`src/common/idc_pkg.sv`:
```
/*
  Package for the idle domain controller: register offsets, field positions,
  reset values, the packed struct that carries domain state and the Wishbone request bundle.
  Assumes a classic Wishbone slave with 32-bit data and byte addresses.
*/
// Notes on behaviour
// - Group idle request gates masked peripherals on idle
// - Group request clear wakes all peripherals
// - Cache request bit idles instruction cache
// - Master request bit idles the master domain (status bit 1)
// - Processor request bit idles the core
// - Status bit 8 shows fetch port idle
// - Status bit 7 shows DMA/host port idle
// - Status bit 6 shows I/O port idle
// - Status bit 5 shows external memory idle
// - Status bit 4 shows clock generator idle
// - Status bit 3 shows peripheral group idle
// - Status bits 2..0 show cache, master, core
// - Mask bit 13 gates auxiliary register group
// - Mask bit 12 gates external memory interface
// - Mask bit 11 gates OS tick timer
// - Mask bit 10 gates watchdog timer
// - Mask bit 9 gates parallel I/O
// - Mask bit 8 gates UART
// - Mask bit 7 gates I2C controller
// - Idle with group request cleared wakes all
// - Idle with group request set wakes unmasked
// - Clock idle without full confirm raises bus error
// - Mask bits 6..0 gate remaining peripherals
package idc_pkg;
  // Byte offsets of the registers on the bus.
  localparam logic [15:0] IDC_OFS_CONFIG = 16'h0000;
  localparam logic [15:0] IDC_OFS_STATUS = 16'h0002;
  localparam logic [15:0] IDC_OFS_GATE = 16'h9400;
  localparam logic [15:0] IDC_OFS_GATE_STAT = 16'h9401;
  // Decoder width used by the bus slave.
  localparam int IDC_ADDR_W = 16;
  // Configuration word field positions.
  localparam int IDC_B_CPU = 0;
  localparam int IDC_B_MASTER = 1;
  localparam int IDC_B_CACHE = 2;
  localparam int IDC_B_GROUP = 3;
  localparam int IDC_B_CLK = 4;
  localparam int IDC_B_EXT_MEMORY_PORT = 5;
  localparam int IDC_B_IO_SPACE_PORT = 6;
  localparam int IDC_B_DMA_HOST_PORT = 7;
  localparam int IDC_B_INSTR_FETCH_PORT = 8;
  localparam int IDC_B_CLK_CONFIRM = 9;
  // Writable bits of the configuration and gate mask registers; others read zero.
  localparam logic [15:0] IDC_CONFIG_MASK = 16'h03ff;
  localparam logic [15:0] IDC_GATE_MASK = 16'h3fff;
  // Bits that must all be set when the clock generator is idled.
  localparam logic [15:0] IDC_CLK_NEEDS = 16'h03e7;
  localparam logic [15:0] IDC_CONFIG_RESET = 16'h0000;
  localparam logic [15:0] IDC_GATE_RESET = 16'h0000;
  localparam logic [15:0] IDC_STATUS_RESET = 16'h0000;
  // Number of gated peripheral lines.
  localparam int IDC_NUM_PERIPH = 14;

  // Disabled state of each main domain, laid out as the status word bits 8..0.
  typedef struct packed {
    logic instr_fetch_port;
    logic dma_host_port;
    logic io_space_port;
    logic ext_memory_port;
    logic clk;
    logic group;
    logic cache;
    logic master;
    logic cpu;
  } idc_domain_t;

  // Classic Wishbone request bundle.
  typedef struct packed {
    logic cyc;
    logic stb;
    logic we;
    logic [3:0] sel;
    logic [IDC_ADDR_W-1:0] adr;
    logic [31:0] dat;
  } idc_wb_req_t;
endpackage

```
`src/hdl/idc_wb_slave.sv`:
```
/*
  Classic Wishbone slave front end for the idle domain controller.
  Assumes a single-cycle master that holds its request until ack.
  Ack comes one cycle after the request is seen and drops the next cycle.
*/
module idc_wb_slave
  import idc_pkg::*;
(
  input wire logic clk_i,
  input wire logic rst_i,
  input wire idc_pkg::idc_wb_req_t req_i,
  input wire logic [31:0] rd_data_i,
  output logic ack_o,
  output logic err_o,
  output logic [31:0] dat_o,
  output logic wr_o,
  output logic [IDC_ADDR_W-1:0] adr_o,
  output logic [3:0] sel_o,
  output logic [31:0] wdat_o,
  input wire logic hit_i
);
  import idc_pkg::*;
  // A request that is live and not yet answered.
  logic ack;
  logic err;
  wire start = req_i.cyc & req_i.stb & ~ack & ~err;

  // Register the answer so each access takes exactly one wait cycle.
  always_ff @(posedge clk_i)
  begin
    if (rst_i)
    begin
      ack <= 1'b0;
      err <= 1'b0;
      dat_o <= 32'h0000_0000;
    end
    else
    begin
      // Unmapped addresses answer with err so software sees the mistake.
      ack <= start & hit_i;
      err <= start & ~hit_i;
      dat_o <= (start & hit_i & ~req_i.we) ? rd_data_i : 32'h0000_0000;
    end
  end

  assign ack_o = ack;
  assign err_o = err;
  // Writes land at the edge where the master samples ack high, not one earlier.
  // The master still holds address and data there, so the decode stays valid.
  assign wr_o = ack & req_i.cyc & req_i.stb & req_i.we;
  assign adr_o = req_i.adr;
  assign sel_o = req_i.sel;
  assign wdat_o = req_i.dat;
endmodule

```
`src/hdl/idc_gate_bank.sv`:
```
/*
  Bank of peripheral gate flops: one disable flag per gated peripheral.
  Assumes the caller presents one idle strobe per executed idle instruction.
*/
module idc_gate_bank
  import idc_pkg::*;
#(
  parameter int N = IDC_NUM_PERIPH
)
(
  input wire logic clk_i,
  input wire logic rst_i,
  input wire logic idle_i,
  input wire logic group_req_i,
  input wire logic [N-1:0] mask_i,
  output logic [N-1:0] off_o
);
  import idc_pkg::*;
  // The gate status word is 16 bits wide, so more lines cannot be reported.
  if (N < 1 || N > 16)
  begin : g_bad_n
    $error("idc_gate_bank: N out of range");
  end

  // On each idle, every peripheral takes its mask bit only while the group request is set.
  for (genvar i = 0; i < N; i++)
  begin : g_gate
    // Next state on an idle: masked lines stop if the group request is set, all other lines wake.
    wire next_off = group_req_i & mask_i[i];
    always_ff @(posedge clk_i)
    begin
      if (rst_i)
      begin
        off_o[i] <= 1'b0;
      end
      else if (idle_i)
      begin
        off_o[i] <= next_off;
      end
    end
  end
endmodule

```
`src/hdl/idc_top.sv`:
```
/*
  Idle domain controller top level.
  Holds the idle configuration word, the peripheral gate mask and the
  status words, and applies them when the core executes an idle instruction.
  Assumes idle_exec_i is a one-cycle pulse per idle instruction, synchronous
  to clk_i, and that gated modules obey their disable outputs.
*/
// The Wishbone register port was chosen for this implementation.
module idc_top
  import idc_pkg::*;
(
  input wire logic clk_i,
  input wire logic rst_i,
  input wire logic wb_cyc_i,
  input wire logic wb_stb_i,
  input wire logic wb_we_i,
  input wire logic [3:0] wb_sel_i,
  input wire logic [idc_pkg::IDC_ADDR_W-1:0] wb_adr_i,
  input wire logic [31:0] wb_dat_i,
  output logic [31:0] wb_dat_o,
  output logic wb_ack_o,
  output logic wb_err_o,
  input wire logic idle_exec_i,
  output idc_pkg::idc_domain_t domain_off_o,
  output logic [idc_pkg::IDC_NUM_PERIPH-1:0] periph_off_o,
  output logic bus_error_o
);
  import idc_pkg::*;

  // Software-visible registers.
  logic [15:0] idle_config_word;
  logic [15:0] group_gate_mask;
  idc_domain_t dom;
  logic bus_error;

  // Bus front end wires.
  idc_wb_req_t req;
  logic wr;
  logic [IDC_ADDR_W-1:0] adr;
  logic [3:0] sel;
  logic [31:0] wdat;
  logic [31:0] rd_data;
  logic hit;

  assign req = '{cyc: wb_cyc_i, stb: wb_stb_i, we: wb_we_i, sel: wb_sel_i,
                 adr: wb_adr_i, dat: wb_dat_i};

  idc_wb_slave u_bus (
    .clk_i(clk_i),
    .rst_i(rst_i),
    .req_i(req),
    .rd_data_i(rd_data),
    .ack_o(wb_ack_o),
    .err_o(wb_err_o),
    .dat_o(wb_dat_o),
    .wr_o(wr),
    .adr_o(adr),
    .sel_o(sel),
    .wdat_o(wdat),
    .hit_i(hit)
  );

  // Address decode, one wire per register.
  wire sel_cfg = (adr == IDC_OFS_CONFIG);
  wire sel_sta = (adr == IDC_OFS_STATUS);
  wire sel_gate = (adr == IDC_OFS_GATE);
  wire sel_gsta = (adr == IDC_OFS_GATE_STAT);
  assign hit = sel_cfg | sel_sta | sel_gate | sel_gsta;

  // Byte-lane merge for the low 16 bits of a write.
  function automatic logic [15:0] merge16(input logic [15:0] old,
                                          input logic [31:0] d,
                                          input logic [3:0] s,
                                          input logic [15:0] m);
    logic [15:0] r;
    r = old;
    if (s[0])
    begin
      r[7:0] = d[7:0];
    end
    if (s[1])
    begin
      r[15:8] = d[15:8];
    end
    return r & m;
  endfunction

  // Status word packed from live domain state; reserved bits read zero.
  wire [15:0] status_word = {7'h00, dom};
  wire [15:0] gate_status = {{(16 - IDC_NUM_PERIPH){1'b0}}, periph_off_o};

  // Read multiplexer; the upper half of each word reads zero.
  assign rd_data = sel_cfg ? {16'h0000, idle_config_word} :
                   sel_sta ? {16'h0000, status_word} :
                   sel_gate ? {16'h0000, group_gate_mask} :
                   sel_gsta ? {16'h0000, gate_status} : 32'h0000_0000;

  // Configuration and gate mask writes only store values; no domain moves.
  always_ff @(posedge clk_i)
  begin
    if (rst_i)
    begin
      idle_config_word <= IDC_CONFIG_RESET;
      group_gate_mask <= IDC_GATE_RESET;
    end
    else if (wr)
    begin
      if (sel_cfg)
      begin
        idle_config_word <= merge16(idle_config_word, wdat, sel, IDC_CONFIG_MASK);
      end
      if (sel_gate)
      begin
        group_gate_mask <= merge16(group_gate_mask, wdat, sel, IDC_GATE_MASK);
      end
    end
  end

  // Clock idling is only legal with the confirm bit and every companion bit set.
  wire clk_req = idle_config_word[IDC_B_CLK];
  wire clk_ok = ((idle_config_word & IDC_CLK_NEEDS) == IDC_CLK_NEEDS)
                & idle_config_word[IDC_B_CLK_CONFIRM];
  wire clk_bad = clk_req & ~clk_ok;
  // A refused idle changes nothing, so a bad setup cannot half-stop the chip.
  wire idle_ok = idle_exec_i & ~clk_bad;

  // Next domain state is taken straight from the request bits.
  idc_domain_t next_dom;
  assign next_dom.cpu = idle_config_word[IDC_B_CPU];
  assign next_dom.master = idle_config_word[IDC_B_MASTER];
  assign next_dom.cache = idle_config_word[IDC_B_CACHE];
  assign next_dom.group = idle_config_word[IDC_B_GROUP];
  assign next_dom.clk = clk_req;
  assign next_dom.ext_memory_port = idle_config_word[IDC_B_EXT_MEMORY_PORT];
  assign next_dom.io_space_port = idle_config_word[IDC_B_IO_SPACE_PORT];
  assign next_dom.dma_host_port = idle_config_word[IDC_B_DMA_HOST_PORT];
  assign next_dom.instr_fetch_port = idle_config_word[IDC_B_INSTR_FETCH_PORT];

  // Domains move only on an accepted idle; the bus error is a one-cycle pulse.
  always_ff @(posedge clk_i)
  begin
    if (rst_i)
    begin
      dom <= idc_domain_t'(IDC_STATUS_RESET[8:0]);
      bus_error <= 1'b0;
    end
    else
    begin
      bus_error <= idle_exec_i & clk_bad;
      if (idle_ok)
      begin
        dom <= next_dom;
      end
    end
  end

  // Per-peripheral gates: bits 13..7 named modules, 6..0 the rest.
  idc_gate_bank #(
    .N(IDC_NUM_PERIPH)
  ) u_gates (
    .clk_i(clk_i),
    .rst_i(rst_i),
    .idle_i(idle_ok),
    .group_req_i(idle_config_word[IDC_B_GROUP]),
    .mask_i(group_gate_mask[IDC_NUM_PERIPH-1:0]),
    .off_o(periph_off_o)
  );

  assign domain_off_o = dom;
  assign bus_error_o = bus_error;
endmodule

```
`config.mk`:
```
export PLATFORM = sky130hd
export DESIGN_NAME = idc_top
export DESIGN_NICKNAME = d
export VERILOG_FILES = /design/src/common/idc_pkg.sv /design/src/hdl/idc_wb_slave.sv /design/src/hdl/idc_gate_bank.sv /design/src/hdl/idc_top.sv
export SDC_FILE = /design/constraint.sdc
export NUM_CORES = 1
export LEC_CHECK = 0
export ABC_AREA = 1
export BUFFER_PORTS_ARGS = -buffer_cell sky130_fd_sc_hd__buf_2
export CORE_MARGIN = 2
export CORE_UTILIZATION = 27
export DETAILED_ROUTE_END_ITERATION = 12
export GPL_ROUTABILITY_DRIVEN = 0
export PLACE_DENSITY_LB_ADDON = 0.1
export SLEW_MARGIN = 20
export SYNTH_ARGS = -nofsm -noshare
export SYNTH_HDL_FRONTEND = slang
export SYNTH_SLANG_ARGS = --single-unit
```
`constraint.sdc`:
```
create_clock -name clk_i -period 1.62 [get_ports clk_i]
set_input_delay 0.324 -clock clk_i [delete_from_list [all_inputs] [get_ports clk_i]]
set_output_delay 0.324 -clock clk_i [all_outputs]
set_load 0.02 [all_outputs]
```
After elaboration in Yosys (flattened, before gate mapping)
Cells that the tools add are included.

storage, ports and cells
  bits in registers = 82
  output and inout port bits = 58
  word-level logic and storage cells = 87

operators by class
  equal/unequal tests = 4
  mux-type cells = 4
  bitwise operators = 37
  reductions and logical operators = 8

operator list
  operator                                                                 count
  16-bit equality test (second input constant)                             2
  14-bit two-way mux                                                       2
  1-bit AND                                                                27
  10-bit two-way mux                                                       2
  16-bit by 2-bit equality test with 1-bit output (second input constant)  1
  16-bit logical NOT                                                       1
  3-bit AND reduction                                                      4
  8-bit equality test (second input constant)                              1
  1-bit inverter                                                           7
  5-bit OR reduction                                                       1
  4-bit OR reduction                                                       1
  1-bit OR                                                                 3
  2-bit OR reduction                                                       1

Logic depth before layout (Yosys ltp)
  word-level depth = 8
  mapped depth = 10

Cells and area by module
From an unflattened synthesis, not the netlist that was laid out.

unflattened totals
  cell total of the unflattened synthesis = 595
  area, all modules = 4,370.4 um^2

by module, submodules not included
  module         instances  cells an instance  area each (um^2)  sequential area each (um^2)
  idc_top        1          369                2,175.8           680.7
  idc_wb_slave   1          165                1,676.6           680.7
  idc_gate_bank  1          61                 518.0             280.3

Least setup slack after synthesis
No wires, ideal clock.

  path type = flip-flop to flip-flop
  from = reg u_bus.ack, in the netlist u_bus.ack_o
  to = reg idle_config_word[1]
  library setup time = 119 ps
  arrival time = 1,215 ps
  path slack = 286 ps
  cell stages (with the launch flop) = 7
  path buffers = 1
  clock period less this slack = 1,334 ps
  path through = dfxtp_1 -> nand4_1 -> nor2_1 -> nand3_1 -> buf_2 -> o21ai_1 -> a21oi_1

between the ends
  cells in the longest elaborated chain, start to end = 4

ends and longest elaborated chain
  what                           RTL line            text
  start: declaration             idc_wb_slave.sv:24  logic ack;
  start signal: assignment       idc_wb_slave.sv:40  ack <= start & hit_i;
  1-bit AND (3 in a row)         idc_wb_slave.sv:50  assign wr_o = ack & req_i.cyc & req_i.stb & req_i.we;
  3-bit AND reduction (no line)  -
  end signal: assignment         idc_top.sv:110      idle_config_word <= merge16(idle_config_word, wdat, sel, IDC_CONFIG_MASK);
  end: declaration               idc_top.sv:31       logic [15:0] idle_config_word;

Every way passes these cells.
A chain may end at the register's enable or synchronous reset.

Worst setup path after layout
  from = reg idle_config_word[6]
  to = reg u_gates.off_o[6]

between the ends
  cells in the longest elaborated chain, start to end = 6

ends and longest elaborated chain
  what                            RTL line             text
  8-bit equality test             idc_top.sv:121       wire clk_ok = ((idle_config_word & IDC_CLK_NEEDS) == IDC_CLK_NEEDS)
  1-bit AND                       idc_top.sv:122       & idle_config_word[IDC_B_CLK_CONFIRM];
  1-bit inverter                  idc_top.sv:123       wire clk_bad = clk_req & ~clk_ok;
  1-bit AND                       idc_top.sv:123
  1-bit inverter                  idc_top.sv:125       wire idle_ok = idle_exec_i & ~clk_bad;
  1-bit AND                       idc_top.sv:125
  end signal: indexed assignment  idc_gate_bank.sv:38  off_o[i] <= next_off;
  end: declaration                idc_gate_bank.sv:16  output logic [N-1:0] off_o

Every way passes these cells.

==> impl_results.rst <==
.. list-table::
   :header-rows: 1

   * - Metric
     - Value
   * - Horiz. Die Dim
     - about 110 um
   * - Yosys Warn Count
     - 0
   * - Cell row count
     - 38
   * - Effective utilization at floorplan
     - 27.7%
   * - Cells on Worst Hold Path
     - 4
   * - Tcrit/Tclk final
     - 90.8%
   * - Tightest Hold Check Type
     - in -> reg
   * - Internal
     - approximately 2.2 mW
   * - Clock Power Share
     - 40.0%
   * - Number of max-capacitance violations reported
     - 0
   * - Wire length of the first global-routing pass
     - between 10000 and 15000 um
   * - Maximum fanout along the worst path
     - 13
   * - Register-to-Register Path Depth
     - 6
   * - Maximum achievable frequency
     - ~680 MHz
   * - WP data required
     - 1840 ps
   * - Total number of H-tree levels
     - 3
   * - Unrepaired setup endpoints after global routing
     - no
   * - Sum Neg Setup Slack
     - 0 ps
   * - Most frequent cells in the layout
     - nor2_1 (80), buf_2 (77), dfxtp_1 (64)
   * - Crit path time final
     - around 1500 ps
   * - Comb pwr share
     - about 7.6%
   * - Final critical-path setup slack
     - 150 ps
   * - Startpoint-to-endpoint class of the critical path
     - reg -> reg
   * - Input/output buffers
     - 77
   * - Routed length per instance
     - approximately 13 um
   * - Portion of synthesized cell area occupied by the leading cell type
     - a little over two fifths
   * - Setup-failing EPs final
     - 0
   * - Cell type with the largest total area after synthesis
     - dfxtp_1
   * - Post-DR vias/cell
     - about 4.4
   * - Syn_area_per_cell
     - about 7.2 um2
   * - Status
     - complete, no violations
   * - Height of the die
     - 109 um
   * - Multi-input gate area in the final layout
     - between 1000 and 1500 um2
   * - Most common cell after layout, fill and taps aside
     - nor2_1
   * - Post-synthesis cell area
     - around 3000 um2
   * - Final-layout worst hold slack
     - 259 ps
   * - Final count of hold timing violations
     - 0
   * - Sequential area share after synthesis
     - 42.9%
   * - Number of register bits inferred by synthesis
     - 64
   * - Vias
     - around 2800
   * - Worst-path clk slew
     - 70 ps
   * - Largest net degree at the start of global routing
     - 25
   * - Max VDD drop
     - 0.324 mV
   * - Later-pin clock latency in the skew report
     - between 300 and 400 ps
   * - Cts bufs inserted
     - 9
   * - Number of antenna violations at the first check in global routing
     - 0
   * - Number of filler instances in the final layout
     - 1188
   * - M1 GR Usage
     - between 10% and 20%
   * - Area contributors post-synth
     - dfxtp_1 (43%), nor2_1 (10%), a21oi_1 (6.5%)
   * - Sequential share of power
     - between 50% and 60%
   * - Post-route core utilization
     - between 30% and 40%
   * - Starting DRC count in detailed routing
     - 90
   * - Clock Path Buffers
     - 2
   * - Ant. Diodes
     - 0
   * - Power per cell area
     - ~800 nW/um2
   * - Met2 global-route usage
     - around a quarter
   * - Met3 usage in global routing
     - between 4 and 5%
   * - Post-synthesis cell type count
     - 25
   * - Share of post-route cells with drive strength above 1
     - 30.0%
   * - Ports placed on the boundary
     - 116
   * - Cts-stage hold buffer count
     - 0
   * - Area taken by flip-flops and latches
     - between 1000 and 1500 um2
   * - Data arrival time of the critical path
     - ~1700 ps
   * - Worst setup SP type
     - flop
   * - Post-layout power
     - between 3 and 4 mW
   * - Clock tree sinks
     - 64
   * - Clock tree from TritonCTS
     - built
   * - Switching pwr
     - just over 0.8 mW
   * - Final net count
     - approximately 560
   * - DRC Markers
     - 0
   * - Number of global-route vias before repair
     - roughly 2700
   * - Final antenna-violating net count
     - 0
   * - Number of instances in the synthesized netlist
     - 414
   * - Leakage power summed over all cells
     - 1.62 nW
   * - Clk Tree Root Cell
     - clkbuf_8
   * - Total count of max-transition violations in the final report
     - 0
   * - Area grow syn2layout
     - 24.6%
   * - DRT Pass-1 Iters
     - 4
   * - Full die area
     - between 10000 and 15000 um2
   * - Most crowded layer after global routing
     - met2
   * - Total congestion overflow
     - 0
   * - Critical path endpoint category
     - flop
   * - Number of gates resized after CTS
     - 0
   * - Floorplan core area
     - 10800 um2
   * - Buffer count from post-CTS setup fixing
     - 0
   * - Proportion of total power due to net switching
     - about 27%
   * - Placed wire-length estimate
     - approximately 6200 um
   * - Final worst clock skew
     - between 9 and 10 ps
   * - Total routing resource utilization after global routing
     - 15.3%
   * - Final WL
     - approximately 8400 um
   * - Setup WS pre-CTS
     - between 4 and 5 ps
[synthesized netlist by cell type (all sizes together)]
| master | count |
|---|---|
| nand4 | 18 |
| clkbuf | 12 |
| nand2 | 67 |
| nand3 | 10 |
| o21ai | 37 |
| dfxtp | 64 |
| nor4 | 1 |
| conb | 1 |
| buf | 25 |
| nor2 | 98 |
| a21oi | 39 |
| inv | 40 |
| nor3 | 2 |
[power by group through the flow]
| stage | clock (mW) | sequential, mW | combinational (mW) |
|---|---|---|---|
| final | 1.22 | 1.59 | 0.232 |
| after global routing | 1.35 | 1.59 | 0.256 |
| after CTS | 1.27 | 1.59 | 0.233 |
| after detailed placement | 0 | 1.63 | 0.232 |
| after global placement | 0 | 1.63 | 0.232 |
| after floorplan | 0 | 1.64 | 0.151 |
[cells by family (layout without fill, tap and decap cells)]
kind of cell | Yosys count | in the layout | share of synthesized area (%)
other | 1 | 18 | 0.126
flip-flops | 64 | 64 | 42.9
buffers and inverters | 77 | 152 | 12.7
AND/OR/NAND/NOR | 196 | 196 | 31.3
AO/OA/AOI/OAI | 76 | 76 | 13.0
[area by class of cell]
| cell class | count | share of cell area, % |
|---|---|---|
| Sequential cell | 64 | 34.4 |
| Tap cell | 140 | 4.71 |
| Inverter | 40 | 4.03 |
| Clock buffer | 9 | 3.33 |
| Clock inverter | 7 | 1.28 |
| Timing Repair Buffer | 96 | 14.9 |
| Multi-Input combinational cell | 290 | 37.4 |
[sequential cells by signal (all words and copies together) (netlist names)]
name / count
group_gate_mask: 14
u_bus.dat_o: 14
u_gates.off_o: 14
idle_config_word: 10
domain_off_o: 9
bus_error_o: 1
u_bus.ack_o: 1
u_bus.err_o: 1
[worst max-delay path, stage by stage (launching register included)]
cell and delay (ps):
dfxtp_1 380, nand4_1 160, o21ai_2 200, nand2_2 220, buf_4 260, nand2_1 70, a21oi_1 60
[worst paths after layout]
| kind | start | endpoint | slack, ps |
|---|---|---|---|
| setup reg to reg | idle_config_word[6]$_SDFFE_PP0P_ | u_gates.off_o[6]$_SDFFE_PP0P_ | 150 |
| setup / recovery | idle_config_word[6]$_SDFFE_PP0P_ | u_gates.off_o[6]$_SDFFE_PP0P_ | 150 |
| hold / removal | rst_i | u_bus.err_o$_SDFF_PP0_ | 260 |
| hold reg to reg | group_gate_mask[9]$_SDFFE_PP0P_ | group_gate_mask[9]$_SDFFE_PP0P_ | 470 |
[routing by layer]
layer	routed length, um	vias to the layer above
met5	0	-
met4	94	0
met3	490	10
met2	3880	83
met1	3960	1258
li1	-	1464
[through the flow]
| step | area [um2] | instances |
|---|---|---|
| finish | 3720 | 646 |
| CTS | 3720 | 646 |
| global route | 3720 | 646 |
| global placement | 3550 | 630 |
| floorplan | 3050 | 431 |
| detailed placement | 3550 | 630 |
(Power assumes the default switching activity.)
